[config.mk]
export PLATFORM = sky130hd
export DESIGN_NAME = tpr_top
export DESIGN_NICKNAME = d
export VERILOG_FILES = /design/src/hw/tpr_pkg.sv /design/src/hw/tpr_region.sv /design/src/hw/tpr_top.sv
export SDC_FILE = /design/constraint.sdc
export NUM_CORES = 2
export LEC_CHECK = 0
export ABC_CLOCK_PERIOD_IN_PS = 8220
export BUFFER_PORTS_ARGS = -buffer_cell sky130_fd_sc_hd__buf_2
export CAP_MARGIN = 25
export CORE_MARGIN = 8
export CORE_UTILIZATION = 55
export CTS_CLUSTER_SIZE = 14
export DETAILED_ROUTE_END_ITERATION = 12
export PLACE_DENSITY = 0.71
export SETUP_SLACK_MARGIN = 0.02
export SYNTH_ARGS = -nofsm -noshare
export SYNTH_HDL_FRONTEND = slang
export SYNTH_SLANG_ARGS = --single-unit
[constraint.sdc]
create_clock -name clock -period 8.22 [get_ports clock]
set_input_delay 2.055 -clock clock [delete_from_list [all_inputs] [get_ports clock]]
set_output_delay 2.055 -clock clock [all_outputs]
set_load 0.005 [all_outputs]
[src/hw/tpr_pkg.sv]
// constants, register map and helper functions of the test pattern and region windowing block
package tpr_pkg;

   // ----------------------------------------------------------------
   // widths and sensor geometry
   // ----------------------------------------------------------------
   localparam int          CW         = 12;
   localparam int          PW         = 12;
   localparam int          AW         = 8;
   localparam int          DW         = 32;
   localparam logic [11:0] SENSOR_W   = 12'h800;
   localparam logic [11:0] SENSOR_H   = 12'h800;
   localparam logic [11:0] CROSS_X    = 12'h400;
   localparam logic [11:0] CROSS_Y    = 12'h400;
   localparam int          BAR_SHIFT  = 8;

   // ----------------------------------------------------------------
   // register map (byte addresses, index = address / 4)
   // ----------------------------------------------------------------
   localparam int          NCFG       = 17;
   localparam int          NREGION    = 7;
   localparam int          IDX_CTRL   = 0;
   localparam int          IDX_LEVEL  = 1;
   localparam int          IDX_LINES  = 2;
   localparam int          IDX_REG0   = 3;
   localparam logic [7:0]  REG_CTRL   = 8'h00;
   localparam logic [7:0]  REG_LEVEL  = 8'h04;
   localparam logic [7:0]  REG_LINES  = 8'h08;
   localparam logic [7:0]  REG_MXY    = 8'h0c;
   localparam logic [7:0]  REG_MWH    = 8'h10;
   localparam logic [7:0]  REG_SXY0   = 8'h14;
   localparam logic [7:0]  REG_STATUS = 8'h44;

   // ----------------------------------------------------------------
   // field positions
   // ----------------------------------------------------------------
   localparam int          TEST_LSB   = 0;
   localparam int          OVL_LSB    = 4;
   localparam int          HBIN_LSB   = 6;
   localparam int          VBIN_LSB   = 9;
   localparam int          MEN_BIT    = 12;
   localparam int          KEEP_BIT   = 13;
   localparam int          Y_LSB      = 16;
   localparam int          SMODE_LSB  = 30;
   localparam int          INFR_BIT   = 16;

   // ----------------------------------------------------------------
   // reset values and writable masks
   // ----------------------------------------------------------------
   localparam logic [31:0] CTRL_RST   = 32'h00000000;
   localparam logic [31:0] LEVEL_RST  = 32'h00000fff;
   localparam logic [31:0] MWH_RST    = 32'h08000800;
   localparam logic [31:0] ZERO_RST   = 32'h00000000;
   localparam logic [31:0] CTRL_MASK  = 32'h00003fff;
   localparam logic [31:0] LEVEL_MASK = 32'h00000fff;
   localparam logic [31:0] XY_MASK    = 32'h0fff0fff;
   localparam logic [31:0] SWH_MASK   = 32'hcfff0fff;

   // ----------------------------------------------------------------
   // modes and levels
   // ----------------------------------------------------------------
   localparam logic [3:0]  TM_OFF     = 4'h0;
   localparam logic [3:0]  TM_BLACK   = 4'h1;
   localparam logic [3:0]  TM_GRAY    = 4'h2;
   localparam logic [3:0]  TM_WHITE   = 4'h3;
   localparam logic [3:0]  TM_HRAMP   = 4'h4;
   localparam logic [3:0]  TM_VRAMP   = 4'h5;
   localparam logic [3:0]  TM_HMOVE   = 4'h6;
   localparam logic [3:0]  TM_VMOVE   = 4'h7;
   localparam logic [3:0]  TM_BARS    = 4'h8;
   localparam logic [1:0]  OV_NONE    = 2'h0;
   localparam logic [1:0]  OV_CROSS   = 2'h1;
   localparam logic [1:0]  OV_LINES   = 2'h2;
   localparam logic [1:0]  SM_INC     = 2'h1;
   localparam logic [1:0]  SM_EXC     = 2'h2;
   localparam logic [11:0] LVL_BLACK  = 12'h000;
   localparam logic [11:0] LVL_GRAY   = 12'h200;
   localparam logic [11:0] LVL_WHITE  = 12'hfff;
   localparam logic [11:0] LVL_MAX    = 12'hfff;
   localparam logic [8:0]  BAR_LOW    = 9'h1ff;
   localparam logic [11:0] PHASE_STEP = 12'h001;

   // binning code to factor: 0..4 give 1x, 2x, 3x, 4x, 8x
   function automatic logic [3:0] tpr_bin_factor(input logic [2:0] code);
      case (code)
         3'h1:    tpr_bin_factor = 4'h2;
         3'h2:    tpr_bin_factor = 4'h3;
         3'h3:    tpr_bin_factor = 4'h4;
         3'h4:    tpr_bin_factor = 4'h8;
         default: tpr_bin_factor = 4'h1;
      endcase
   endfunction : tpr_bin_factor

   function automatic logic [31:0] tpr_reset_value(input int idx);
      case (idx)
         IDX_CTRL:  tpr_reset_value = CTRL_RST;
         IDX_LEVEL: tpr_reset_value = LEVEL_RST;
         4:         tpr_reset_value = MWH_RST;
         default:   tpr_reset_value = ZERO_RST;
      endcase
   endfunction : tpr_reset_value

   function automatic logic [31:0] tpr_write_mask(input int idx);
      if (idx == IDX_CTRL) begin
         tpr_write_mask = CTRL_MASK;
      end else if (idx == IDX_LEVEL) begin
         tpr_write_mask = LEVEL_MASK;
      end else if (idx > 4 && idx[0] == 1'b0) begin
         tpr_write_mask = SWH_MASK;
      end else begin
         tpr_write_mask = XY_MASK;
      end
   endfunction : tpr_write_mask

endpackage : tpr_pkg

[src/hw/tpr_region.sv]
// one rectangular window hit test, origin at the top-left pixel
`timescale 1ns/1ps
module tpr_region (
   input  wire logic [11:0] pos_x,
   input  wire logic [11:0] pos_y,
   input  wire logic [11:0] off_x,
   input  wire logic [11:0] off_y,
   input  wire logic [11:0] width,
   input  wire logic [11:0] height,
   output logic             hit
);
   logic [12:0] end_x;
   logic [12:0] end_y;

   assign end_x = {1'b0, off_x} + {1'b0, width};
   assign end_y = {1'b0, off_y} + {1'b0, height};
   assign hit   = (pos_x >= off_x) && ({1'b0, pos_x} < end_x) &&
                  (pos_y >= off_y) && ({1'b0, pos_y} < end_y);
endmodule : tpr_region

[src/hw/tpr_top.sv]
// test pattern, overlay, binning and region windowing on the camera pixel path
//
// Summary of operation
// test selector: off plus eight synthetic patterns replacing the live image
// flat frames: black, dark gray, white, each selectable
// stationary ramps rising along x or along y
// moving horizontal and vertical ramps shift each frame
// eight vertical gray bars of distinct levels across the line
// overlay on live image, disabled whenever any binning is active
// crosshair centered on the sensor image
// horizontal and/or vertical line at programmable 1-based positions
// overlay pixel level programmable 0 to 4095
// horizontal binning by 1x, 2x, 3x, 4x or 8x
// vertical binning by 1x, 2x, 3x, 4x or 8x
// normal window passes full resolution framed by line and frame valid
// seven regions: one master, six slaves, each with offset and size
// enabled master region sets image size; data valid only inside it
// keep-frame-rate holds the frame period regardless of master size
// without keep-frame-rate the frame period follows master y offset plus height
// software enables master first and keeps slaves inside it
// each enabled slave either includes or excludes its pixels
// coordinates count from the top-left pixel
// moving ramps advance one level per frame start, wrapping
// configuration takes effect only at the next frame start
`timescale 1ns/1ps
module tpr_top (
   input  wire logic        clock,
   input  wire logic        sys_rst,
   input  wire logic [7:0]  reg_addr,
   input  wire logic [31:0] reg_wdata,
   input  wire logic        reg_wr,
   input  wire logic        reg_rd,
   output logic      [31:0] reg_rdata,
   input  wire logic        in_frame_valid,
   input  wire logic        in_line_valid,
   input  wire logic [11:0] in_pixel,
   output logic             out_frame_valid,
   output logic             out_line_valid,
   output logic             out_data_valid,
   output logic      [11:0] out_pixel,
   output logic      [11:0] readout_lines
);

   // ----------------------------------------------------------------
   // register file: shadow copies written by software
   // ----------------------------------------------------------------
   logic [31:0] cfg       [tpr_pkg::NCFG];
   logic [31:0] next_cfg  [tpr_pkg::NCFG];
   logic [31:0] next_rdata;
   logic [31:0] act       [tpr_pkg::NCFG];
   logic [31:0] next_act  [tpr_pkg::NCFG];
   logic [11:0] phase;
   logic [11:0] next_phase;
   logic [15:0] frame_cnt;
   logic [15:0] next_frame_cnt;
   logic        fval_d;
   logic        lval_d;
   logic [11:0] x;
   logic [11:0] y;
   logic [3:0]  hcnt;
   logic [15:0] acc;
   logic [3:0]  vcnt;
   logic        next_fval_d;
   logic        next_lval_d;
   logic [11:0] next_x;
   logic [11:0] next_y;
   logic [3:0]  next_hcnt;
   logic [15:0] next_acc;
   logic [3:0]  next_vcnt;
   logic        next_out_fval;
   logic        next_out_lval;
   logic        next_out_dval;
   logic [11:0] next_out_pixel;
   logic [11:0] next_readout;
   logic        frame_start;
   logic        line_end;
   logic [5:0]  widx;

   assign frame_start = in_frame_valid && !fval_d;
   assign line_end    = lval_d && !in_line_valid;
   assign widx        = reg_addr[7:2];

   always_comb begin
      for (int i = 0; i < tpr_pkg::NCFG; i++) begin
         next_cfg[i] = cfg[i];
         if (reg_wr && reg_addr[1:0] == 2'h0 && widx == 6'(i)) begin
            next_cfg[i] = reg_wdata & tpr_pkg::tpr_write_mask(i);
         end
      end
      next_rdata = 32'h00000000;
      if (reg_rd) begin
         if (reg_addr == tpr_pkg::REG_STATUS) begin
            next_rdata = {15'h0000, fval_d, frame_cnt};
         end else if (reg_addr[1:0] == 2'h0 && widx < 6'(tpr_pkg::NCFG)) begin
            next_rdata = cfg[widx[4:0]];
         end
      end
   end

   always_ff @(posedge clock) begin
      if (sys_rst) begin
         for (int i = 0; i < tpr_pkg::NCFG; i++) begin
            cfg[i] <= tpr_pkg::tpr_reset_value(i);
         end
         reg_rdata <= 32'h00000000;
      end else begin
         cfg       <= next_cfg;
         reg_rdata <= next_rdata;
      end
   end

   // ----------------------------------------------------------------
   // active configuration, loaded at frame start
   // ----------------------------------------------------------------
   always_comb begin
      next_act       = act;
      next_phase     = phase;
      next_frame_cnt = frame_cnt;
      if (frame_start) begin
         next_act       = cfg;
         next_phase     = phase + tpr_pkg::PHASE_STEP;
         next_frame_cnt = frame_cnt + 16'h0001;
      end
   end

   always_ff @(posedge clock) begin
      if (sys_rst) begin
         for (int i = 0; i < tpr_pkg::NCFG; i++) begin
            act[i] <= tpr_pkg::tpr_reset_value(i);
         end
         phase     <= 12'h000;
         frame_cnt <= 16'h0000;
      end else begin
         act       <= next_act;
         phase     <= next_phase;
         frame_cnt <= next_frame_cnt;
      end
   end

   // ----------------------------------------------------------------
   // decoded active fields
   // ----------------------------------------------------------------
   logic [3:0]  test;
   logic [1:0]  ovl;
   logic [3:0]  hf;
   logic [3:0]  vf;
   logic        men;
   logic        keep;
   logic [11:0] level;
   logic [11:0] hline_y;
   logic [11:0] vline_x;
   logic [6:0]  hit;

   assign test    = act[tpr_pkg::IDX_CTRL][tpr_pkg::TEST_LSB +: 4];
   assign ovl     = act[tpr_pkg::IDX_CTRL][tpr_pkg::OVL_LSB +: 2];
   assign hf      = tpr_pkg::tpr_bin_factor(act[tpr_pkg::IDX_CTRL][tpr_pkg::HBIN_LSB +: 3]);
   assign vf      = tpr_pkg::tpr_bin_factor(act[tpr_pkg::IDX_CTRL][tpr_pkg::VBIN_LSB +: 3]);
   assign men     = act[tpr_pkg::IDX_CTRL][tpr_pkg::MEN_BIT];
   assign keep    = act[tpr_pkg::IDX_CTRL][tpr_pkg::KEEP_BIT];
   assign level   = act[tpr_pkg::IDX_LEVEL][11:0];
   assign hline_y = act[tpr_pkg::IDX_LINES][11:0];
   assign vline_x = act[tpr_pkg::IDX_LINES][tpr_pkg::Y_LSB +: 12];

   // ----------------------------------------------------------------
   // region hit tests: region 0 is the master, 1..6 the slaves
   // ----------------------------------------------------------------
   for (genvar r = 0; r < tpr_pkg::NREGION; r++) begin : g_region
      tpr_region u_region (
         .pos_x  (x),
         .pos_y  (y),
         .off_x  (act[tpr_pkg::IDX_REG0 + 2 * r][11:0]),
         .off_y  (act[tpr_pkg::IDX_REG0 + 2 * r][tpr_pkg::Y_LSB +: 12]),
         .width  (act[tpr_pkg::IDX_REG0 + 2 * r + 1][11:0]),
         .height (act[tpr_pkg::IDX_REG0 + 2 * r + 1][tpr_pkg::Y_LSB +: 12]),
         .hit    (hit[r])
      );
   end

   logic        inc_any;
   logic        inc_hit;
   logic        exc_hit;
   logic        roi_ok;
   logic [12:0] m_end_y;
   logic        rows_ok;
   logic [1:0]  smode;

   always_comb begin
      inc_any = 1'b0;
      inc_hit = 1'b0;
      exc_hit = 1'b0;
      smode   = 2'h0;
      for (int s = 1; s < tpr_pkg::NREGION; s++) begin
         smode = act[tpr_pkg::IDX_REG0 + 2 * s + 1][tpr_pkg::SMODE_LSB +: 2];
         if (smode == tpr_pkg::SM_INC) begin
            inc_any = 1'b1;
            inc_hit = inc_hit || hit[s];
         end else if (smode == tpr_pkg::SM_EXC) begin
            exc_hit = exc_hit || hit[s];
         end
      end
   end

   // slaves count only under an enabled master and are assumed to lie inside it
   assign roi_ok  = !men || (hit[0] && !exc_hit && (!inc_any || inc_hit));
   assign m_end_y = {1'b0, act[tpr_pkg::IDX_REG0][tpr_pkg::Y_LSB +: 12]} +
                    {1'b0, act[tpr_pkg::IDX_REG0 + 1][tpr_pkg::Y_LSB +: 12]};
   assign rows_ok = keep || !men || ({1'b0, y} < m_end_y);

   // ----------------------------------------------------------------
   // pattern generation and overlay
   // ----------------------------------------------------------------
   logic [11:0] pat;
   logic [11:0] src;
   logic        ovl_on;
   logic        ovl_hit;
   logic [11:0] px;
   logic [2:0]  bar;

   assign bar = 3'(x >> tpr_pkg::BAR_SHIFT);

   always_comb begin
      case (test)
         tpr_pkg::TM_BLACK: pat = tpr_pkg::LVL_BLACK;
         tpr_pkg::TM_GRAY:  pat = tpr_pkg::LVL_GRAY;
         tpr_pkg::TM_WHITE: pat = tpr_pkg::LVL_WHITE;
         tpr_pkg::TM_HRAMP: pat = x;
         tpr_pkg::TM_VRAMP: pat = y;
         tpr_pkg::TM_HMOVE: pat = x + phase;
         tpr_pkg::TM_VMOVE: pat = y + phase;
         tpr_pkg::TM_BARS:  pat = {bar, tpr_pkg::BAR_LOW};
         default:           pat = in_pixel;
      endcase
      src     = (test == tpr_pkg::TM_OFF) ? in_pixel : pat;
      ovl_on  = (ovl != tpr_pkg::OV_NONE) && (test == tpr_pkg::TM_OFF) &&
                (hf == 4'h1) && (vf == 4'h1);
      case (ovl)
         tpr_pkg::OV_CROSS: ovl_hit = (x == tpr_pkg::CROSS_X) || (y == tpr_pkg::CROSS_Y);
         tpr_pkg::OV_LINES: ovl_hit = (hline_y != 12'h000 && y == hline_y - 12'h001) ||
                                      (vline_x != 12'h000 && x == vline_x - 12'h001);
         default:           ovl_hit = 1'b0;
      endcase
      px = (ovl_on && ovl_hit) ? level : src;
   end

   // ----------------------------------------------------------------
   // position counters and binning
   // ----------------------------------------------------------------
   logic [15:0] sum;
   logic        hlast;
   logic        line_kept;
   logic [11:0] binned;
   logic        emit;

   assign sum       = ((hcnt == 4'h0) ? 16'h0000 : acc) + {4'h0, px};
   assign hlast     = (hcnt == hf - 4'h1);
   assign line_kept = (vcnt == 4'h0);
   assign binned    = (sum > {4'h0, tpr_pkg::LVL_MAX}) ? tpr_pkg::LVL_MAX : sum[11:0];
   assign emit      = in_line_valid && line_kept && hlast && rows_ok;

   always_comb begin
      next_fval_d = in_frame_valid;
      next_lval_d = in_line_valid;
      next_x      = in_line_valid ? x + 12'h001 : 12'h000;
      next_y      = y;
      next_hcnt   = 4'h0;
      next_acc    = sum;
      next_vcnt   = vcnt;
      if (in_line_valid && !hlast) begin
         next_hcnt = hcnt + 4'h1;
      end
      if (frame_start) begin
         next_y    = 12'h000;
         next_vcnt = 4'h0;
      end else if (line_end) begin
         next_y    = y + 12'h001;
         next_vcnt = (vcnt == vf - 4'h1) ? 4'h0 : vcnt + 4'h1;
      end
   end

   always_ff @(posedge clock) begin
      if (sys_rst) begin
         fval_d <= 1'b0;
         lval_d <= 1'b0;
         x      <= 12'h000;
         y      <= 12'h000;
         hcnt   <= 4'h0;
         acc    <= 16'h0000;
         vcnt   <= 4'h0;
      end else begin
         fval_d <= next_fval_d;
         lval_d <= next_lval_d;
         x      <= next_x;
         y      <= next_y;
         hcnt   <= next_hcnt;
         acc    <= next_acc;
         vcnt   <= next_vcnt;
      end
   end

   // ----------------------------------------------------------------
   // output stage
   // ----------------------------------------------------------------
   always_comb begin
      next_out_fval  = in_frame_valid && rows_ok;
      next_out_lval  = in_line_valid && line_kept && rows_ok;
      next_out_dval  = emit && roi_ok;
      next_out_pixel = emit ? binned : 12'h000;
      next_readout   = tpr_pkg::SENSOR_H;
      if (men && !keep) begin
         next_readout = (m_end_y > {1'b0, tpr_pkg::SENSOR_H}) ? tpr_pkg::SENSOR_H : m_end_y[11:0];
      end
   end

   always_ff @(posedge clock) begin
      if (sys_rst) begin
         out_frame_valid <= 1'b0;
         out_line_valid  <= 1'b0;
         out_data_valid  <= 1'b0;
         out_pixel       <= 12'h000;
         readout_lines   <= tpr_pkg::SENSOR_H;
      end else begin
         out_frame_valid <= next_out_fval;
         out_line_valid  <= next_out_lval;
         out_data_valid  <= next_out_dval;
         out_pixel       <= next_out_pixel;
         readout_lines   <= next_readout;
      end
   end
endmodule : tpr_top
After elaboration in Yosys (flattened, before gate mapping)
Cells that the tools add are included.
{ "word_totals": {"output_inout_bits": 59, "word_cells": 339, "latch_bits": 0, "ram_bits": 0, "rom_bits": 0, "register_bits": 1151, "memories": 0} }
{ "classes": {"multipliers": 0, "shifts": 0, "magnitude_cmp": 32, "bitwise": 24, "n_eq_ne": 55, "n_addsub": 27, "n_div": 0, "reduce_logical": 96, "n_mux": 55} }
{ "ops": {"columns": ["op", "count"], "rows": [
  ["$mux W32", 19],
  ["$and A32 B32 Y32", 17],
  ["$add A12 B12 Y13", 14],
  ["$lt A12 B13 Y1", 14],
  ["$ge A12 B12 Y1", 14],
  ["$bmux W32 S5", 1],
  ["$pmux W12 S8", 1],
  ["$logic_and A1 B1 Y1", 58],
  ["$eq A6 B4 Y1 const B", 8],
  ["$add A12 B1 Y12 const B", 3],
  ["$mux W12", 3],
  ["$mux W17", 2],
  ["$pmux W4 S4", 2],
  ["$add A12 B12 Y12", 2],
  ["$eq A12 B11 Y1 const B", 2],
  ["$eq A12 B12 Y1", 2],
  ["$eq A6 B3 Y1 const B", 4],
  ["$mux W1", 24],
  ["$reduce_bool A12 Y1", 2],
  ["$sub A12 B1 Y12 const B", 2],
  ["$add A16 B1 Y16 const B", 1],
  ["$add A16 B12 Y16", 1],
  ["$eq A4 B3 Y1 const B", 4],
  ["$gt A16 B12 Y1 const B", 1],
  ["other kinds (32)", 88]
]} }

Depth between registers and ports, before layout
{ "depth": {"word_depth": 27, "ltp_mapped": 30, "mapped_depth_nobuf": 26} }

Cells and area by module
Synthesis repeated with hierarchy kept, for this count alone.
{ "unflattened": {"cells_unflattened": 6675, "area_unflattened_um2": 53696.5} }
{ "by_module_without_submodules": {"columns": ["module", "cells_per_inst", "area_each_um2", "n_inst"], "rows": [
  ["tpr_top", 4825, 39156.3, 1],
  ["tpr_region (g_region[0].u_region ...)", 263, 2113.3, 3],
  ["tpr_region (g_region[2].u_region ...)", 264, 2052.0, 3],
  ["tpr_region (g_region[3].u_region)", 269, 2044.5, 1]
]} }

Least setup slack after synthesis
Ideal clock, no wire load.
{ "synth_path": {"path_kind": "flip-flop to flip-flop", "startpoint": "register act[514] (netlist name)", "endpoint": "register out_pixel[10]", "setup_slack_ps": 2780, "setup_time_ps": 132, "stages_incl_launch_ff": 29, "t_required_ps": 8088, "arrival_ps": 5308, "path_cell_list": "dfxtp_1 > clkbuf_1 > nor2b_1 > clkbuf_1 > nand3_1 > clkbuf_1 > o21ai_0 > ha_1 > inv_1 > fa_1 > nor2b_1 > o21ai_0 > a21oi_1 > o21ai_0 > a21oi_1 > xnor2_1 > nor2_1 > o32a_1 > mux2_2 > ha_1 > inv_1 > o31a_1 > o21ai_0 > or2_2 > mux2i_1 > a41oi_1 > nor2_1 > clkbuf_1 > a21oi_1"} }
{ "synth_via": {"elab_chain_cells": 9, "elab_cells_between_ends": 19, "classes_between": "add/sub (1); order compare (1); eq/ne (8); mux (4); reduce/logical (5)"} }
{ "synth_rtl": {"columns": ["element", "line", "source"], "rows": [
  ["start, declared", "tpr_top.sv:50", "logic [31:0] act [tpr_pkg::NCFG];"],
  ["start signal, assigned by index", "tpr_top.sv:129", "act[i] <= tpr_pkg::tpr_reset_value(i);"],
  ["start signal, assigned", "tpr_top.sv:134", "act <= next_act;"],
  ["branches (longest 5 deep; another with $pmux W12 S8)", null, null],
  ["$mux W12 (*)", "tpr_top.sv:242", "px = (ovl_on && ovl_hit) ? level : src;"],
  ["$add A16 B12 Y16 (*)", "tpr_top.sv:254", "assign sum = ((hcnt == 4'h0) ? 16'h0000 : acc) + {4'h0, px};"],
  ["$gt A16 B12 Y1", "tpr_top.sv:257", "assign binned = (sum > {4'h0, tpr_pkg::LVL_MAX}) ? tpr_pkg::LVL_MAX : sum[11:0];"],
  ["$mux W12 (*)", "tpr_top.sv:257", null],
  ["end signal, assigned", "tpr_top.sv:325", "out_pixel <= next_out_pixel;"],
  ["end, declared", "tpr_top.sv:40", "output logic [11:0] out_pixel,"]
]} }
Every way passes the cells marked *.
A chain may end at the register's enable or synchronous reset.

Worst setup path after layout
Same ends and word-level chain as after synthesis.

==> results.md <==
* Die height at approximately 320 um
* Startpoint types: flop
* Mapped Area at approximately 52000 um^2
* Pin count of the biggest net entering global routing at about 220
* Layout area overhead at 9.863%
* DRT Wirelength at about 170000 um
* Initial DRC Count at 5550
* Maximum capacitance violations at 0
* Initial antenna violation count at 15
* Crit. End Element: flop
* DRT antenna net count at 0
* Placed inst area at about 53000 um^2
* Syn. warnings at 0
* Worst rel slew slack at 0.2559
* Worst Hold Class: reg -> reg
* Register bit total from synthesis at approximately 930
* Max stage delay on crit path at around 0.70 ns
* Pleak at around 22 nW
* Status: finished, final reports clean
* Nets at slightly above 7000
* Buffers on Ports at 110
* Top FF cell, synth: dfxtp_1
* CTS sink cnt at 931
* Hpwl dp at approximately 120000 um
* Crit path to: out_pixel[10]
* Total iterations of the first detailed-routing run at 6
* H-tree depth at 3
* Row Count at around 110
* Post-DR vias/cell at ~6.0
* Pwr Density at about 170 nW/um^2
* Peak supply drop at around 0.16 mV
* Initial Util at 0.5551
* Io pins at 117
* Worst flop-to-flop path startpoint: act[514]
* Crit Path Class: reg -> reg
* CP cell instances: nor2b_1 > nand3_1 > o21ai_0 > ha_1 > inv_1 > fa_1 > nor2b_1 > o21ai_0 > a21oi_1 > o21ai_0 > a21oi_1 > xnor2_1 > nor2_1 > o32a_1 > mux2_2 > ha_1 > inv_1 > o31a_1 > o21ai_0 > or2_2 > mux2i_1 > a41oi_1 > nor2_1 > a21oi_1
* Slew @ Worst Pin at about 1.1 ns
* Clk buf depth at 3
* Final worst clock skew at between 0.03 and 0.04 ns
* Period utilization at 0.8311
* DRC viols at 0
* Total number of vias at 46880
* Fin util at 0.6099
* Sequential area share after synthesis at 0.3597
* CTS tree: yes
* DR WL/cell at 21.94 um
* Final instance area at between 50000 and 60000 um^2
* Width of the die at 322.9 um
* Async SR Flop Fraction at 0
* Root Buffer: clkbuf_16
* Post-synth EDFFs at 0
* Crit path launch: act[514]
* # Post-CTS Setup Buffers at 0
* First-pass GRT wire length at 257900 um
* Final Hold Viols at 0
* # setup viols final at 0
* Die ar. at approximately 100000 um^2
* Fmax at 146.4 MHz
* Post-Synthesis Cells at about 6500
* RR Endpoint: out_pixel[10]
* Worst Path Max Fanout at 17
* Gr ovfl total at 0
* RSZ-0062 raised after global routing: no
* CP required at 8.73 ns
* Crit path DAT at around 7.3 ns
* Fillers at ~8000
* Final worst path period need at around 6.8 ns
* Setup TNS Final at 0 ns
* Vias in the first global route at about 43000
* FF-to-FF path depth at 24
* Clock buffers created by TritonCTS at 100
* Post-Syn Area per Cell at between 7 and 8 um^2
* Resize count post-CTS at 0
* Total GRT Usage at 0.3165
* Share of layout cells above drive strength 1 at 0.07808
* Worst-skew pair later-pin latency at roughly 0.7 ns
* Clk slew on worst S/H paths at about 0.06 ns
* Worst R2R Setup Slack at roughly 1.4 ns
* Pins Over Slew Limit at 0
* Core ar. at around 93000 um^2
* Worst path slowest cell: dfxtp_1
* Crit path top cell by count: o21ai_0
* Synth cell types at between 70 and 80
* Post-CTS Hold Buffers at 0
* Placer Congestion at around 0.96
## worst min-delay path by stage
stage | start | to | depth (start not counted)
global route | act[195] | act[195] | 2
global placement | act[351] | act[351] | 2
detailed placement | act[341] | act[341] | 2
floorplan | act[525] | act[525] | 2
CTS | cfg[330] | act[330] | 2
finish | cfg[293] | act[293] | 2
## critical path, delay by kind of cell, from the launching register on
family	cells	cell delay (ns)
flops	1	0.70
compound gates	10	2.28
xor+xnor	1	0.18
fa+ha+maj	3	0.92
buf+inv	2	0.13
mux	2	0.47
simple gates	6	1.97
## layer usage
| metal | up-vias | GRT usage | share of wire |
|---|---|---|---|
| li1 | 22160 | - | - |
| met1 | 22120 | 0.4250 | 0.41 |
| met2 | 2153 | 0.4790 | 0.42 |
| met3 | 450 | 0.07685 | 0.11 |
| met4 | 4 | 0.1476 | 0.051 |
| met5 | - | 0 | 0.00015 |
## per-stage QoR
| step | std cells | hold WS, ns | setup slack, ns | total power, W |
|---|---|---|---|---|
| after CTS | 7769 | 0.4509 | 1.535 | 0.009806 |
| after global routing | 7773 | 0.4732 | 0.8797 | 0.01003 |
| after global placement | 7578 | 0.4448 | 1.656 | 0.005076 |
| final | 7780 | 0.4494 | 1.388 | 0.009803 |
| after detailed placement | 7584 | 0.4525 | 1.592 | 0.005082 |
| after floorplan | 6512 | 0.4312 | 2.780 | 0.004915 |
## layout make-up
type                       instances  area (um^2)  share of cell area
multi-input combinational       4948        30870              0.5424
clock buffer                     152         3012             0.05291
timing repair buffer             194         1344             0.02361
sequential                       931        18640              0.3275
clock inverter                    33        486.7            0.008551
tap                             1254         1569             0.02757
antenna                            7        17.52           0.0003078
inverter                         261        979.7             0.01721
## power breakdown
group | internal (W) | switching, W
Sequential | 0.00453 | 0.0000127
Clock | 0.00287 | 0.00194
Combinational | 0.0000999 | 0.000355
## registers in the layout, summed over array words and instances (netlist names), 16 cells and up
signal     count
act          398
cfg          398
reg_rdata     30
acc           16
frame_cnt     16
## cell usage in the layout, fill, tap and decap left out, drive strengths merged, types with 16 or more instances in the layout
master | netlist | routed
clkbuf | 341 | 152
o211ai | 19 | 19
a21oi | 1017 | 1017
a211oi | 53 | 53
and3 | 23 | 23
o21bai | 40 | 40
inv | 260 | 263
a221oi | 18 | 18
nor2 | 257 | 257
buf | 31 | 194
nor2b | 55 | 55
o21a | 38 | 38
xnor2 | 120 | 120
nand2b | 49 | 49
dfxtp | 931 | 931
o21ai | 177 | 177
nand2 | 1760 | 1760
nand3b | 32 | 32
nand3 | 70 | 70
mux4 | 85 | 85
clkinv | 1 | 18
and2 | 24 | 24
mux2 | 29 | 29
nand4 | 30 | 30
a21o | 60 | 60
o31ai | 16 | 16
or3 | 20 | 20
ha | 532 | 532
xor2 | 116 | 116
a22oi | 19 | 19
mux2i | 35 | 35
fa | 16 | 16
nor3 | 78 | 78
## kinds of logic (layout without fill, tap and decap cells)
group,Yosys count,in the layout,share of synthesized area
muxes,149,149,0.05031
DFF,931,931,0.3597
buffers and inverters,633,640,0.04651
other,1,9,0.00007238
xor gates and xnor gates,236,236,0.03990
AOI/OAI and AO/OA,1561,1561,0.1710
adders and majority gates,548,548,0.1347
and+or+nand+nor,2452,2452,0.1978
## cells in the mapped netlist (9+ instances only)
cell	instances	area (um^2)
nand2_1	1760	6606
a21oi_1	1016	5085
dfxtp_1	931	18640
ha_1	532	6656
clkbuf_1	341	1280
inv_1	260	975.9
nor2_1	257	964.7
o21ai_0	175	875.8
xnor2_1	120	1051
xor2_1	116	1016
mux4_2	85	1914
nor3_1	77	385.4
nand3_1	70	350.3
a21o_1	60	450.4
nor2b_1	55	344.1
a211oi_1	53	397.9
nand2b_1	48	300.3
o21bai_1	40	300.3
o21a_1	38	285.3
mux2i_1	35	350.3
nand3b_1	32	240.2
nand4_1	30	187.7
mux2_2	25	281.5
and3_1	23	143.9
and2_1	22	137.6
or3_1	20	125.1
a22oi_1	19	142.6
o211ai_1	19	142.6
a221oi_1	18	157.7
buf_1	18	67.56
fa_1	16	320.3
o31ai_1	16	120.1
nor4_1	15	93.84
a31oi_1	13	81.33
o41ai_1	13	113.9
o22ai_1	12	75.07
a2111oi_0	9	78.83
and4_1	9	78.83
buf_2	9	45.04
(Power assumes the default switching activity.)
